[config.mk]
export PLATFORM = sky130hd
export DESIGN_NAME = igp_ctrl
export DESIGN_NICKNAME = d
export VERILOG_FILES = /design/src/logic/igp_pkg.sv /design/src/logic/igp_leg_if.sv /design/src/logic/igp_leg.sv /design/src/logic/igp_ctrl.sv
export SDC_FILE = /design/constraint.sdc
export NUM_CORES = 1
export LEC_CHECK = 0
export BUFFER_PORTS_ARGS = -buffer_cell sky130_fd_sc_hd__buf_2
export CORE_ASPECT_RATIO = 2
export CORE_UTILIZATION = 55
export CTS_CLUSTER_SIZE = 28
export DETAILED_ROUTE_END_ITERATION = 8
export GPL_ROUTABILITY_DRIVEN = 0
export PLACE_DENSITY = 0.72
export SLEW_MARGIN = 5
export SYNTH_ARGS = -nofsm -noshare
export SYNTH_HDL_FRONTEND = slang
export SYNTH_HIERARCHICAL = 1
export SYNTH_SLANG_ARGS = --single-unit
[constraint.sdc]
create_clock -name sys_clk -period 3.2 [get_ports sys_clk]
set_input_delay 0.48 -clock sys_clk [delete_from_list [all_inputs] [get_ports sys_clk]]
set_output_delay 0.48 -clock sys_clk [all_outputs]
set_load 0.01 [all_outputs]
[src/logic/igp_pkg.sv]
// Functional notes
// - controller inserts 3.0 us leg dead time
// - on pulses at least 1.5 us, except those cut short by a stop
// - off pulses 3.0 us, 3.5 us high current
// - switching never above 20 kHz
// - controller stops drive on overtemperature
package igp_pkg;
  localparam int unsigned CLK_HZ          = 40_000_000;
  localparam int unsigned DEAD_NS         = 3000;
  localparam int unsigned MIN_ON_NS       = 1500;
  localparam int unsigned MIN_OFF_NS      = 3000;
  localparam int unsigned MIN_OFF_HI_NS   = 3500;
  localparam int unsigned MIN_PERIOD_NS   = 50_000;
  localparam int unsigned NS_PER_S        = 1_000_000_000;
  // least times round up
  localparam int unsigned DEAD_CYC    = (DEAD_NS * (CLK_HZ / 1_000_000) + 999) / 1000;
  localparam int unsigned ON_CYC      = (MIN_ON_NS * (CLK_HZ / 1_000_000) + 999) / 1000;
  localparam int unsigned OFF_CYC     = (MIN_OFF_NS * (CLK_HZ / 1_000_000) + 999) / 1000;
  localparam int unsigned OFF_HI_CYC  = (MIN_OFF_HI_NS * (CLK_HZ / 1_000_000) + 999) / 1000;
  localparam int unsigned PERIOD_CYC  = (MIN_PERIOD_NS * (CLK_HZ / 1_000_000) + 999) / 1000;
  localparam int unsigned CNT_W       = 12;
  localparam int unsigned PHASES      = 3;
  typedef enum logic [2:0] {
    IGP_RUN   = 3'h1,
    IGP_TRIP  = 3'h2,
    IGP_ARM   = 3'h4
  } igp_state_e;
endpackage

[src/logic/igp_leg_if.sv]
`timescale 1ns/10ps
interface igp_leg_if;
  logic reqHi;
  logic reqLo;
  logic inhibit;
  logic hiCurrent;
  logic gateHi;
  logic gateLo;
  modport ctl (output reqHi, output reqLo, output inhibit, output hiCurrent, input gateHi, input gateLo);
  modport leg (input reqHi, input reqLo, input inhibit, input hiCurrent, output gateHi, output gateLo);
endinterface

[src/logic/igp_leg.sv]
`timescale 1ns/10ps
module igp_leg (
  // clock and reset
  input wire logic  sys_clk,
  input wire logic  rst_n,
  // leg control
  igp_leg_if.leg    lg
);
  typedef enum logic [3:0] {
    LEG_OFF  = 4'h1,
    LEG_DEAD = 4'h2,
    LEG_HI   = 4'h4,
    LEG_LO   = 4'h8
  } igp_leg_e;
  igp_leg_e                     st_r;
  igp_leg_e                     st_nxt;
  logic [igp_pkg::CNT_W-1:0]    cnt_r;
  logic [igp_pkg::CNT_W-1:0]    cnt_nxt;
  logic [igp_pkg::CNT_W-1:0]    perCnt_r;
  logic                         gateHi_r;
  logic                         gateLo_r;
  wire  [igp_pkg::CNT_W-1:0]    offMin;
  wire                          onDone;
  wire                          offDone;
  wire                          perDone;
  wire                          wantHi;
  wire                          wantLo;
  assign offMin  = lg.hiCurrent ? igp_pkg::CNT_W'(igp_pkg::OFF_HI_CYC) : igp_pkg::CNT_W'(igp_pkg::OFF_CYC);
  assign onDone  = cnt_r >= igp_pkg::CNT_W'(igp_pkg::ON_CYC);
  assign offDone = cnt_r >= offMin && cnt_r >= igp_pkg::CNT_W'(igp_pkg::DEAD_CYC);
  assign perDone = perCnt_r >= igp_pkg::CNT_W'(igp_pkg::PERIOD_CYC);
  assign wantHi  = lg.reqHi && !lg.reqLo;
  assign wantLo  = lg.reqLo && !lg.reqHi;
  assign lg.gateHi = gateHi_r;
  assign lg.gateLo = gateLo_r;
  always_comb begin
    st_nxt     = st_r;
    cnt_nxt    = (cnt_r == '1) ? cnt_r : cnt_r + 1'b1;
    case (st_r)
      LEG_HI, LEG_LO: begin
        if (lg.inhibit) begin
          st_nxt  = LEG_DEAD;
          cnt_nxt = '0;
        end else if (onDone && !((st_r == LEG_HI) ? wantHi : wantLo)) begin
          st_nxt  = LEG_DEAD;
          cnt_nxt = '0;
        end
      end
      LEG_DEAD: begin
        if (offDone) begin
          st_nxt = LEG_OFF;
        end
      end
      default: begin
        if (!lg.inhibit && perDone && (wantHi || wantLo)) begin
          st_nxt     = wantHi ? LEG_HI : LEG_LO;
          cnt_nxt    = '0;
        end
      end
    endcase
  end
  always_ff @(posedge sys_clk) begin
    if (!rst_n) begin
      st_r     <= LEG_DEAD;
      cnt_r    <= '0;
      perCnt_r <= '0;
      gateHi_r <= 1'b0;
      gateLo_r <= 1'b0;
    end else begin
      st_r     <= st_nxt;
      cnt_r    <= cnt_nxt;
      gateHi_r <= (st_nxt == LEG_HI);
      gateLo_r <= (st_nxt == LEG_LO);
      if (st_r == LEG_OFF && st_nxt != LEG_OFF) begin
        perCnt_r <= '0;
      end else if (perCnt_r != '1) begin
        perCnt_r <= perCnt_r + 1'b1;
      end
    end
  end
  property p_noShoot;
    @(posedge sys_clk) disable iff (!rst_n) !(gateHi_r && gateLo_r);
  endproperty
  a_noShoot: assert property (p_noShoot) else $error("both gates of a leg on");
  property p_deadGap;
    @(posedge sys_clk) disable iff (!rst_n)
      $fell(gateHi_r | gateLo_r) |-> !(gateHi_r | gateLo_r) [*8] ##1 !(gateHi_r | gateLo_r) [*8];
  endproperty
  a_deadGap: assert property (p_deadGap) else $error("dead time too short");
  property p_minOn;
    @(posedge sys_clk) disable iff (!rst_n)
      $rose(gateHi_r) |-> (gateHi_r || lg.inhibit) [*8];
  endproperty
  a_minOn: assert property (p_minOn) else $error("high gate pulse too short");
  property p_minOnLo;
    @(posedge sys_clk) disable iff (!rst_n)
      $rose(gateLo_r) |-> (gateLo_r || lg.inhibit) [*8];
  endproperty
  a_minOnLo: assert property (p_minOnLo) else $error("low gate pulse too short");
  property p_minOff;
    @(posedge sys_clk) disable iff (!rst_n)
      $fell(gateHi_r) |-> !gateHi_r [*8];
  endproperty
  a_minOff: assert property (p_minOff) else $error("off pulse too short");
endmodule

[src/logic/igp_ctrl.sv]
`timescale 1ns/10ps
module igp_ctrl #(
  parameter int unsigned PHASES = igp_pkg::PHASES
) (
  // clock and reset
  input wire logic               sys_clk,
  input wire logic               rst_n,
  // pwm requests from modulator
  input wire logic [PHASES-1:0]  reqHi,
  input wire logic [PHASES-1:0]  reqLo,
  input wire logic               hiCurrent,
  // supervision
  input wire logic               overTemp,
  input wire logic               restart,
  // fault line pin, open drain input only
  input wire logic               faultIndication_n,
  // gate pins, high active
  output logic [PHASES-1:0]      gateHi,
  output logic [PHASES-1:0]      gateLo,
  // status
  output logic                   tripped
);
  igp_pkg::igp_state_e  st_r;
  igp_pkg::igp_state_e  st_nxt;
  logic                 fltS1_r;
  logic                 fltS2_r;
  logic                 tempS1_r;
  logic                 tempS2_r;
  logic [PHASES-1:0]    seenLowHi_r;
  logic [PHASES-1:0]    seenLowLo_r;
  logic [PHASES-1:0]    gateHiW;
  logic [PHASES-1:0]    gateLoW;
  logic                 tripped_r;
  wire                  faultSeen;
  wire                  stopNow;
  wire                  allLow;
  wire                  inhibitW;
  always_ff @(posedge sys_clk) begin
    if (!rst_n) begin
      fltS1_r  <= 1'b1;
      fltS2_r  <= 1'b1;
      tempS1_r <= 1'b0;
      tempS2_r <= 1'b0;
    end else begin
      fltS1_r  <= faultIndication_n;
      fltS2_r  <= fltS1_r;
      tempS1_r <= overTemp;
      tempS2_r <= tempS1_r;
    end
  end
  assign faultSeen = !fltS2_r;
  assign stopNow  = faultSeen || tempS2_r;
  assign allLow   = (&seenLowHi_r) && (&seenLowLo_r);
  assign inhibitW = stopNow || (st_r != igp_pkg::IGP_RUN);
  always_comb begin
    st_nxt = st_r;
    case (st_r)
      igp_pkg::IGP_RUN: begin
        if (stopNow) begin
          st_nxt = igp_pkg::IGP_TRIP;
        end
      end
      igp_pkg::IGP_TRIP: begin
        if (!stopNow && restart) begin
          st_nxt = igp_pkg::IGP_ARM;
        end
      end
      default: begin
        if (stopNow) begin
          st_nxt = igp_pkg::IGP_TRIP;
        end else if (allLow) begin
          st_nxt = igp_pkg::IGP_RUN;
        end
      end
    endcase
  end
  always_ff @(posedge sys_clk) begin
    if (!rst_n) begin
      st_r        <= igp_pkg::IGP_ARM;
      seenLowHi_r <= '0;
      seenLowLo_r <= '0;
      tripped_r   <= 1'b0;
    end else begin
      st_r      <= st_nxt;
      tripped_r <= (st_nxt == igp_pkg::IGP_TRIP);
      if (st_r != igp_pkg::IGP_ARM) begin
        seenLowHi_r <= '0;
        seenLowLo_r <= '0;
      end else begin
        seenLowHi_r <= seenLowHi_r | ~reqHi;
        seenLowLo_r <= seenLowLo_r | ~reqLo;
      end
    end
  end
  genvar g;
  generate
    for (g = 0; g < PHASES; g++) begin : gLeg
      igp_leg_if lif ();
      assign lif.reqHi     = reqHi[g];
      assign lif.reqLo     = reqLo[g];
      assign lif.inhibit   = inhibitW;
      assign lif.hiCurrent = hiCurrent;
      assign gateHiW[g]    = lif.gateHi;
      assign gateLoW[g]    = lif.gateLo;
      igp_leg u_leg (
        .sys_clk (sys_clk),
        .rst_n   (rst_n),
        .lg      (lif.leg)
      );
    end
  endgenerate
  always_ff @(posedge sys_clk) begin
    if (!rst_n) begin
      gateHi <= '0;
      gateLo <= '0;
    end else begin
      gateHi <= gateHiW & {PHASES{!inhibitW}};
      gateLo <= gateLoW & {PHASES{!inhibitW}};
    end
  end
  assign tripped = tripped_r;
  property p_faultOff;
    @(posedge sys_clk) disable iff (!rst_n)
      faultSeen |-> ##1 (gateHi == '0 && gateLo == '0);
  endproperty
  a_faultOff: assert property (p_faultOff) else $error("gates driven during fault");
  property p_tempOff;
    @(posedge sys_clk) disable iff (!rst_n)
      tempS2_r |-> ##1 (gateHi == '0 && gateLo == '0);
  endproperty
  a_tempOff: assert property (p_tempOff) else $error("gates driven at overtemperature");
  // no gate on right after arm
  property p_freshEdge;
    @(posedge sys_clk) disable iff (!rst_n)
      (st_r == igp_pkg::IGP_ARM) |-> ##1 (gateHi == '0 && gateLo == '0);
  endproperty
  a_freshEdge: assert property (p_freshEdge) else $error("gate on before fresh edge");
endmodule

==> results of run 1 <==
-- worst max-delay path: stages (launching register included) --
cell,delay [ns]
dfxtp_1,0.38
nand2b_1,0.15
or3_1,0.47
and2b_1,0.24
mux2i_1,0.24
nand2_1,0.11
a221oi_1,0.52
a41oi_2,0.25
buf_4,0.23
a311oi_1,0.20
-- path summary, 6_finish.rpt --
path	endpoint	depth (start not counted)
worst max register to register	gLeg[1].u_leg/perCnt_r[11]	9
worst min-delay path	fltS1_r	2
worst min register to register	fltS2_r	1
worst max-delay path	gLeg[1].u_leg/perCnt_r[11]	9
-- logic make-up (layout without fill, tap and decap cells) --
group                    count (synthesis)  in the layout  share of synthesized area
AND/OR/NAND/NOR                        296            296                      0.275
AO/OA/AOI/OAI                          129            129                      0.166
flip-flops                             110            110                      0.361
buffers and inverters                   71             82                     0.0550
XOR/XNOR                                39             39                     0.0560
adder cells (fa/ha/maj)                 33             33                     0.0677
multiplexers                            12             12                     0.0199
-- power breakdown --
group | internal [mW] | switching, mW | total, mW
logic | 0.0644 | 0.0935 | 0.158
clock network | 0.562 | 0.523 | 1.09
registers | 1.40 | 0.0266 | 1.43
-- registers in the layout, summed over array words and instances (netlist names) --
register	cells
fltS1_r	1
fltS2_r	1
gLeg.u_leg/cnt_r	36
gLeg.u_leg/lg.gateHi	3
gLeg.u_leg/lg.gateLo	3
gLeg.u_leg/perCnt_r	36
gLeg.u_leg/st_r	12
gateHi	3
gateLo	3
seenLowHi_r	3
seenLowLo_r	3
st_r	3
tempS1_r	1
tempS2_r	1
tripped	1
-- cell type report --
class                           instances  area, um2  share of cell area
Clock buffer                           10        239              0.0366
Clock inverter                          6       53.8             0.00824
Inverter                               46        173              0.0265
Multi-Input combinational cell        509       3580               0.548
Sequential cell                       110       2200               0.337
Tap cell                              140        175              0.0268
Timing Repair Buffer                   20        105              0.0161
-- cells in the mapped netlist (4+ instances only) --
library cell and n:
or2_2 5, clkbuf_1 12, a211oi_2 5, nand3_1 34, nor4b_1 7, and4_1 6, o211ai_1 6, mux2i_1 11
a21oi_1 24, nor2b_1 8, nor3_1 25, or4_4 4, xnor2_1 24, nand4_1 14, buf_6 8, and3_1 16
a21oi_2 6, inv_1 45, nor3b_1 12, ha_1 33, dfxtp_1 110, or3_1 4, a31oi_1 6, o21ai_0 15
nor2_1 70, nand2b_1 7, nand2_1 43, nor4_1 6, xor2_1 15, and2_1 14, a211oi_1 13, a21o_1 4
-- metal layers --
metal	track usage	share of wire	vias up
li1	-	-	2504
met1	0.230	0.40	2385
met4	0.136	0.030	0
met2	0.442	0.54	84
met3	0.0313	0.023	34
met5	0	0	-
==> results.txt, run 1 <==
----------------------------------------------------
[Clocking]
  Clock network latency to the later pin of the worst-skew pair ... 0.35 ns
  Post-CTS Resized ... 0
  Number of clock buffers inserted by TritonCTS ... 9
  Post-CTS Setup Inserts ... 0
  Clock transition at the register clock pins on the worst setup and hold paths after CTS ... 0.08 ns
  Count of clock tree sinks ... 110
  Maximum buffer depth of the clock tree ... 2
  Number of H-tree branching levels ... 3
  Number of buffers added to fix hold violations after cts ... 0
  TritonCTS clock tree ... built
  Root Buffer Master ... clkbuf_16

[Synthesis]
  Synthesized area ... 0.00610 mm2
  Asr flop ratio synth ... 0
  Most area-consuming cells after synthesis ... dfxtp_1 36%, ha_1 6.8%, nor2_1 4.3%
  Biggest area consumer among synthesized cells ... dfxtp_1
  Number of nets produced by synthesis ... 735
  Proportion of netlist area held by the largest area contributor ... 0.361
  Number of flops mapped to enable cells by yosys ... 0
  Number of distinct standard cells referenced by the synthesized netlist ... 83
  Post-synthesis register bit count ... 110
  Post-synthesis area per instance ... 8.84 um2
  Proportion of synthesized chip area in sequential cells ... 0.361
  Yosys warning count ... 6
  Mapped Cells ... 690
  Flip-flop cell with the highest count after synthesis ... dfxtp_1

[Timing]
  Hold slack ... 0.306 ns
  Max Clk Rate ... 348 MHz
  Slew at the pin closest to its max-slew limit ... 1.13 ns
  Fin. max-slew vios ... 0
  Largest clock skew in the final design ... 0.0104 ns
  Min Tclk post-route ... 2.88 ns
  Post-route clock period utilization ... 0.899
  Setup slack of the critical path after layout ... 0.323 ns
  Setup repair after global routing missed its margin ... no
  Worst relative slew slack ... 0.242
  Final setup viols ... 0
  Setup tns final ... 0 ns
  Final Hold Violating Endpoints ... 0

[Power]
  Areal power density over the cells ... 409 mW/mm2
  Overall power ... 2.67 mW
  Static leakage power ... 2.43 nW
  Max IR drop VDD ... 0.000261 V

[Floorplanning]
  Area enclosed by the die boundary ... 0.0115 mm2
  IO Count ... 19
  Placeable core region ... 0.0109 mm2
  Standard-cell row count ... 54
  Initial Util ... 0.561
  Die height ... 151 um
  Die outline width ... 76.5 um

[Setup path]
  CP Data Arrival Time ... 3.14 ns
  Required @ worst endpoint ... 3.46 ns
  CP Launch Type ... flop
  Worst r2r src ... st_r[2]
  Critical path type ... flop to flop
  Crit. End Element ... flop
  Launching element of the worst setup path ... st_r[2]
  Maximum net fanout on the critical path ... 16
  Flop-to-flop setup slack ... 0.32 ns

[Worst hold path]
  Path class of the lowest-slack min-delay path ... input port to flop
  Launch point of the worst hold path ... faultIndication_n

[Detailed routing]
  DR WL/cell ... 15.0 um
  Wire length after detailed routing ... 12,600 um
  Via count of the routed design ... 5,007
  Count of routing violations after the opening detailed-route iteration ... 210
  Detailed-route DRC error count ... 0
  ANT nets after route ... 0
  DRT Pass-1 Iters ... 5
  Mean number of vias per cell ... 5.95

[Layout]
  Util after Layout ... 0.600
  Final net count ... 741
  Filler cells ... 974
  Share of layout cells above drive strength 1 ... 0.113
  Total non-filler cell area in the finished layout ... 0.00653 mm2
  Area growth from synthesis to layout ... 7.02%
  Number of diodes added for antenna fixing ... 0
  Leading cell types in the layout, fill and taps excluded ... 110 x dfxtp_1, 70 x nor2_1, 45 x inv_1
  Most common cell after layout, fill and taps aside ... dfxtp_1
  Number of standard cells in the layout, taps in and fillers out ... 841

[GRT]
  GRT Residual Overflow ... 0
  Overall Global Routing Usage ... 0.229
  Wire length of the first global-routing pass ... 21,300 um
  Via count of the first global-routing pass ... 4,820
  Number of antenna violations at the first check in global routing ... 0
  Maximum number of pins on one net before global-route repair ... 24

[Place]
  Post-Place Setup Slack ... 0.265 ns
  Detailed placement HPWL ... 9260 um
  Number of buffer cells added on primary ports ... 18
  Placed instance area ... 0.00622 mm2
  Number of cells in the design after placement ... 825

[Flow run]
  Number of max-capacitance violations reported ... 0

[Status]
  Outcome ... completed

----------------------------------------------------
Power figures use the tool's default switching activity.
==> run 2: changes to the inputs <==
--- a/config.mk
+++ b/config.mk
@@ -6,12 +6,14 @@
 export NUM_CORES = 1
 export LEC_CHECK = 0
 export BUFFER_PORTS_ARGS = -buffer_cell sky130_fd_sc_hd__buf_2
-export CORE_ASPECT_RATIO = 2
-export CORE_UTILIZATION = 55
+export CELL_PAD_IN_SITES_DETAIL_PLACEMENT = 0
+export CELL_PAD_IN_SITES_GLOBAL_PLACEMENT = 1
+export CORE_ASPECT_RATIO = 0.75
+export CORE_UTILIZATION = 48
 export CTS_CLUSTER_SIZE = 28
 export DETAILED_ROUTE_END_ITERATION = 8
 export GPL_ROUTABILITY_DRIVEN = 0
-export PLACE_DENSITY = 0.72
+export PLACE_DENSITY_LB_ADDON = 0.1
 export SLEW_MARGIN = 5
 export SYNTH_ARGS = -nofsm -noshare
 export SYNTH_HDL_FRONTEND = slang
==> run 2 against run 1 <==
Against the previous run: power grew 1.8%; critical path depth is the same; non-clock buffer count grew 6; global-route usage shrank 2.8 points; flip-flop and latch count is the same; via count shrank 1.4%; first-iteration DRC count grew 45%; register-to-register slack gained 0.08 ns; sequential power is essentially flat; sequential share of layout area shrank 0.38 points; fmax grew 2.8%; cell count grew 3.8%.
==> results.txt, run 2 (same netlist as run 1, synthesis figures left out) <==
----------------------------------------------------
[Clocking]
  Count of clock tree sinks ... 110
  Clock transition at the register clock pins on the worst setup and hold paths after CTS ... 0.07 ns
  Number of buffers added to fix hold violations after cts ... 0
  Root Buffer Master ... clkbuf_16
  Number of H-tree branching levels ... 3
  Number of clock buffers inserted by TritonCTS ... 9
  Clock network latency to the later pin of the worst-skew pair ... 0.34 ns
  Maximum buffer depth of the clock tree ... 2
  Post-CTS Setup Inserts ... 0
  TritonCTS clock tree ... built
  Post-CTS Resized ... 0

[Power]
  Static leakage power ... 2.45 nW
  Part of the power in combinational logic ... 0.059
  Areal power density over the cells ... 412 mW/mm2
  Clock network fraction of total power ... 0.416
  Overall power ... 2.72 mW
  Sw Pwr ... 0.620 mW
  Cell-internal power ... 2.10 mW
  Seq pwr share ... 0.525
  Max IR drop VDD ... 0.000279 V
  Share of total power consumed by net switching ... 0.228

[Floorplanning]
  Area enclosed by the die boundary ... 0.0132 mm2
  IO Count ... 19
  Die height ... 99.6 um
  Standard-cell row count ... 35
  Die outline width ... 132 um
  Placeable core region ... 0.0123 mm2
  Initial Util ... 0.494

[GRT]
  Overall Global Routing Usage ... 0.200
  Via count of the first global-routing pass ... 4,511
  Maximum number of pins on one net before global-route repair ... 18
  GRT Residual Overflow ... 0
  Wire length of the first global-routing pass ... 21,600 um
  Number of antenna violations at the first check in global routing ... 0

[Layout]
  Most common cell after layout, fill and taps aside ... dfxtp_1
  Share of layout cells above drive strength 1 ... 0.117
  Number of diodes added for antenna fixing ... 0
  Util after Layout ... 0.535
  Final net count ... 747
  Area growth from synthesis to layout ... 8.23%
  Top flop regs ... gLeg.u_leg/cnt_r: 36 flops, gLeg.u_leg/perCnt_r: 36 flops, gLeg.u_leg/st_r: 12 flops
  Number of standard cells in the layout, taps in and fillers out ... 873
  Leading cell types in the layout, fill and taps excluded ... 110 x dfxtp_1, 70 x nor2_1, 45 x inv_1

[Detailed routing]
  DR WL/cell ... 14.5 um
  Count of routing violations after the opening detailed-route iteration ... 304
  ANT nets after route ... 0
  Via count of the routed design ... 4,939
  Wire length after detailed routing ... 12,700 um
  Detailed-route DRC error count ... 0
  Mean number of vias per cell ... 5.66
  DRT Pass-1 Iters ... 4

[Place]
  Number of cells in the design after placement ... 857
  Post-Place Setup Slack ... 0.452 ns
  Detailed placement HPWL ... 9310 um
  Number of buffer cells added on primary ports ... 18

[Setup path]
  Crit. End Element ... flop
  Critical path type ... flop to flop
  CP Data Arrival Time ... 3.05 ns
  CP Launch Type ... flop
  Worst Reg2Reg Path Length in Cells ... 9
  Required @ worst endpoint ... 3.45 ns
  Maximum net fanout on the critical path ... 12

[Timing]
  Min Tclk post-route ... 2.80 ns
  Post-route clock period utilization ... 0.874
  Worst relative slew slack ... 0.364
  Largest clock skew in the final design ... 0.00862 ns
  Setup repair after global routing missed its margin ... no
  Final setup viols ... 0
  Slew at the pin closest to its max-slew limit ... 0.950 ns
  Setup slack of the critical path after layout ... 0.402 ns
  Fin. max-slew vios ... 0
  Setup tns final ... 0 ns
  Max Clk Rate ... 357 MHz
  Final Hold Violating Endpoints ... 0

[Flow run]
  Number of max-capacitance violations reported ... 0

[Worst hold path]
  Path class of the lowest-slack min-delay path ... input port to flop
  Worst Hold Path Cells ... 2

[Status]
  Outcome ... completed

----------------------------------------------------
-- run 2: path summary, 6_finish.rpt --
kind	start	endpoint	slack, ns
setup / recovery	st_r[2]	gLeg[1].u_leg/perCnt_r[11]	0.40
hold / removal	faultIndication_n	fltS1_r	0.33
hold reg to reg	fltS1_r	fltS2_r	0.43
setup reg to reg	st_r[2]	gLeg[1].u_leg/perCnt_r[11]	0.40
-- run 2: final cells by class --
type	instances	area [um2]
fill	1203	5750
tap	166	208
multi-input combinational	509	3570
inverter	46	173
sequential	110	2200
clock inverter	4	53.8
clock buffer	12	246
timing repair buffer	26	150
-- run 2: through the flow --
| stage | instance area, um2 | hold slack (ns) |
|---|---|---|
| 2_1_floorplan | 6100 | 0.386 |
| 5_1_grt | 6600 | 0.334 |
| 6_report | 6600 | 0.333 |
| 4_1_cts | 6600 | 0.321 |
| 3_5_place_dp | 6300 | 0.409 |
| 3_3_place_gp | 6300 | 0.407 |
-- run 2: per-layer routing --
| metal | share of wire | global-route usage | up-vias |
|---|---|---|---|
| li1 | - | - | 2518 |
| met1 | 0.51 | 0.278 | 2365 |
| met2 | 0.46 | 0.325 | 49 |
| met3 | 0.020 | 0.0306 | 7 |
| met4 | 0.0067 | 0.0528 | 0 |
| met5 | 0 | 0 | - |
-- run 2: critical path, cell delays in order (launching register included) --
cell and delay (ns):
dfxtp_1 0.38, nand2b_1 0.15, or3_1 0.40, and2b_1 0.25
mux2i_1 0.20, nand2_1 0.11, a311oi_1 0.56, a41oi_2 0.23
buf_4 0.22, a311oi_1 0.20
-- run 2: power groups by stage --
stage / Combinational, mW / Clock (mW) / Sequential, mW
finish: 0.160 / 1.13 / 1.43
global route: 0.183 / 1.21 / 1.43
CTS: 0.162 / 1.17 / 1.43
detailed placement: 0.162 / 0 / 1.46
global placement: 0.155 / 0 / 1.46
floorplan: 0.120 / 0 / 1.45
==> run 3: changes to the inputs <==
--- a/config.mk
+++ b/config.mk
@@ -9,6 +9,7 @@
 export CELL_PAD_IN_SITES_DETAIL_PLACEMENT = 0
 export CELL_PAD_IN_SITES_GLOBAL_PLACEMENT = 1
 export CORE_ASPECT_RATIO = 0.75
+export CORE_MARGIN = 2
 export CORE_UTILIZATION = 48
 export CTS_CLUSTER_SIZE = 28
 export DETAILED_ROUTE_END_ITERATION = 8
==> run 3 against run 2 <==
Against the previous run: sequential share of layout area grew 0.15 points; critical endpoint unchanged; clock-buffer cell count down 1; routed wire length shrank 0.36%; via count fell by 0.87%; sequential power about the same; non-clock buffer count fell by 1.
==> results.txt, run 3 (same netlist as run 1, synthesis figures left out) <==
----------------------------------------------------
[Place]
  Number of cells in the design after placement ... 856
  Number of buffer cells added on primary ports ... 18
  Detailed placement HPWL ... 9170 um

[Clocking]
  Post-CTS Setup Inserts ... 0
  Maximum buffer depth of the clock tree ... 2
  Number of H-tree branching levels ... 3
  TritonCTS clock tree ... built
  Clock network latency to the later pin of the worst-skew pair ... 0.34 ns
  Post-CTS Resized ... 0
  Clock transition at the register clock pins on the worst setup and hold paths after CTS ... 0.07 ns
  Number of buffers added to fix hold violations after cts ... 0
  Count of clock tree sinks ... 110
  Number of clock buffers inserted by TritonCTS ... 9
  Root Buffer Master ... clkbuf_16

[Setup path]
  Number of buffers and inverters on the critical path ... 2
  Cell count along the critical path ... 10
  CP Data Arrival Time ... 3.16 ns
  Critical path type ... flop to flop
  Worst r2r src ... st_r[2]
  CP Launch Type ... flop
  Worst Reg2Reg Path Length in Cells ... 10
  Crit-path cells ... nand2b_1 > or3_1 > buf_4 > and2b_1 > mux2i_1 > nand2_1 > a221oi_1 > a41oi_2 > buf_4 > a311oi_1
  Most common cell type on the critical path ... buf_4
  Highest cell delay on the worst timing path ... 0.60 ns
  Cell with the largest stage delay on the worst path ... a221oi_1
  Required @ worst endpoint ... 3.45 ns
  Launching element of the worst setup path ... st_r[2]
  Maximum net fanout on the critical path ... 12
  Crit. End Element ... flop
  CP delay by family, top ... compound AO/OA/AOI/OAI gates

[Worst hold path]
  Worst Hold Path Cells ... 2
  Launch point of the worst hold path ... faultIndication_n
  Path class of the lowest-slack min-delay path ... input port to flop

[Timing]
  Final setup viols ... 0
  Setup repair after global routing missed its margin ... no
  Min Tclk post-route ... 2.91 ns
  Hold slack ... 0.327 ns
  Largest clock skew in the final design ... 0.00776 ns
  Final Hold Violating Endpoints ... 0
  Setup tns final ... 0 ns
  Fin. max-slew vios ... 0
  Slew at the pin closest to its max-slew limit ... 0.954 ns
  Post-route clock period utilization ... 0.910
  Worst relative slew slack ... 0.362
  Max Clk Rate ... 343 MHz

[Power]
  Max IR drop VDD ... 0.000280 V
  Cell-internal power ... 2.08 mW
  Part of the power in combinational logic ... 0.059
  Share of total power consumed by net switching ... 0.221
  Static leakage power ... 2.45 nW
  Areal power density over the cells ... 407 mW/mm2
  Sw Pwr ... 0.591 mW
  Clock network fraction of total power ... 0.407
  Overall power ... 2.67 mW
  Seq pwr share ... 0.534

[Detailed routing]
  Detailed route wirelength on metal2 ... 5450 um
  Highest metal layer with signal wires ... met4
  DRT Pass-1 Iters ... 4
  DR WL/cell ... 14.5 um
  Via count of the routed design ... 4,896
  Wire length on met1 ... 6630 um
  Mean number of vias per cell ... 5.63
  Detailed-route DRC error count ... 0
  Routed wire length on met3 ... 318 um
  Wire length after detailed routing ... 12,600 um
  Count of routing violations after the opening detailed-route iteration ... 226
  ANT nets after route ... 0

[Floorplanning]
  Die height ... 102 um
  Initial Util ... 0.494
  Standard-cell row count ... 35
  Area enclosed by the die boundary ... 0.0136 mm2
  Placeable core region ... 0.0123 mm2
  IO Count ... 19
  Die outline width ... 134 um

[Layout]
  Area growth from synthesis to layout ... 7.73%
  Top flop regs ... gLeg.u_leg/cnt_r: 36 flops, gLeg.u_leg/perCnt_r: 36 flops, gLeg.u_leg/st_r: 12 flops
  Number of diodes added for antenna fixing ... 0
  Leading cell types in the layout, fill and taps excluded ... 110 x dfxtp_1, 70 x nor2_1, 45 x inv_1
  Share of layout cells above drive strength 1 ... 0.114
  Number of standard cells in the layout, taps in and fillers out ... 869
  Final net count ... 746
  Most common cell after layout, fill and taps aside ... dfxtp_1

[Flow run]
  Number of max-capacitance violations reported ... 0

[Status]
  Outcome ... completed

[GRT]
  Wire length of the first global-routing pass ... 21,300 um
  GRT Residual Overflow ... 0
  Number of antenna violations at the first check in global routing ... 0
  Via count of the first global-routing pass ... 4,424
  Maximum number of pins on one net before global-route repair ... 17
  Overall Global Routing Usage ... 0.193

----------------------------------------------------
## run 3: cell types whose count changed in the layout (fill, tap and decap cells not counted)
cell and delta:
clkbuf_1 -1, buf_4 -1, clkinv_2 +1, clkinvlp_4 -2
inv_6 -1
## run 3: area by class of cell
type	count	area, um2
clock buffer	11	243
clock inverter	2	35.0
fill	1137	5780
inverter	46	173
multi-input combinational	509	3570
sequential	110	2200
tap	166	208
timing repair buffer	25	143
## run 3: final timing paths
kind	to	slack (ns)
setup / recovery	gLeg[1].u_leg/perCnt_r[11]	0.29
hold / removal	fltS1_r	0.33
setup reg to reg	gLeg[1].u_leg/perCnt_r[11]	0.29
hold reg to reg	gateLo[2]	0.43
## run 3: power groups by stage
stage                     clock, mW  combinational, mW  sequential [mW]
final                          1.09              0.158             1.43
after global routing           1.18              0.182             1.43
after CTS                      1.12              0.162             1.43
after detailed placement          0              0.161             1.46
after global placement            0              0.154             1.46
after floorplan                   0              0.120             1.45
## run 3: routing by layer
metal / global-route usage / vias up
met5: 0 / -
met4: 0.0623 / 0
met3: 0.0385 / 17
met2: 0.297 / 57
met1: 0.272 / 2320
li1: - / 2502
## run 3: per-stage QoR
step / utilization / area, um2 / worst slack (ns)
after floorplan: - / 6100 / 0.765
final: 0.532 / 6570 / 0.287
after CTS: 0.532 / 6570 / 0.308
after global routing: 0.532 / 6570 / 0.0112
after global placement: 0.510 / 6290 / 0.492
after detailed placement: 0.510 / 6290 / 0.318
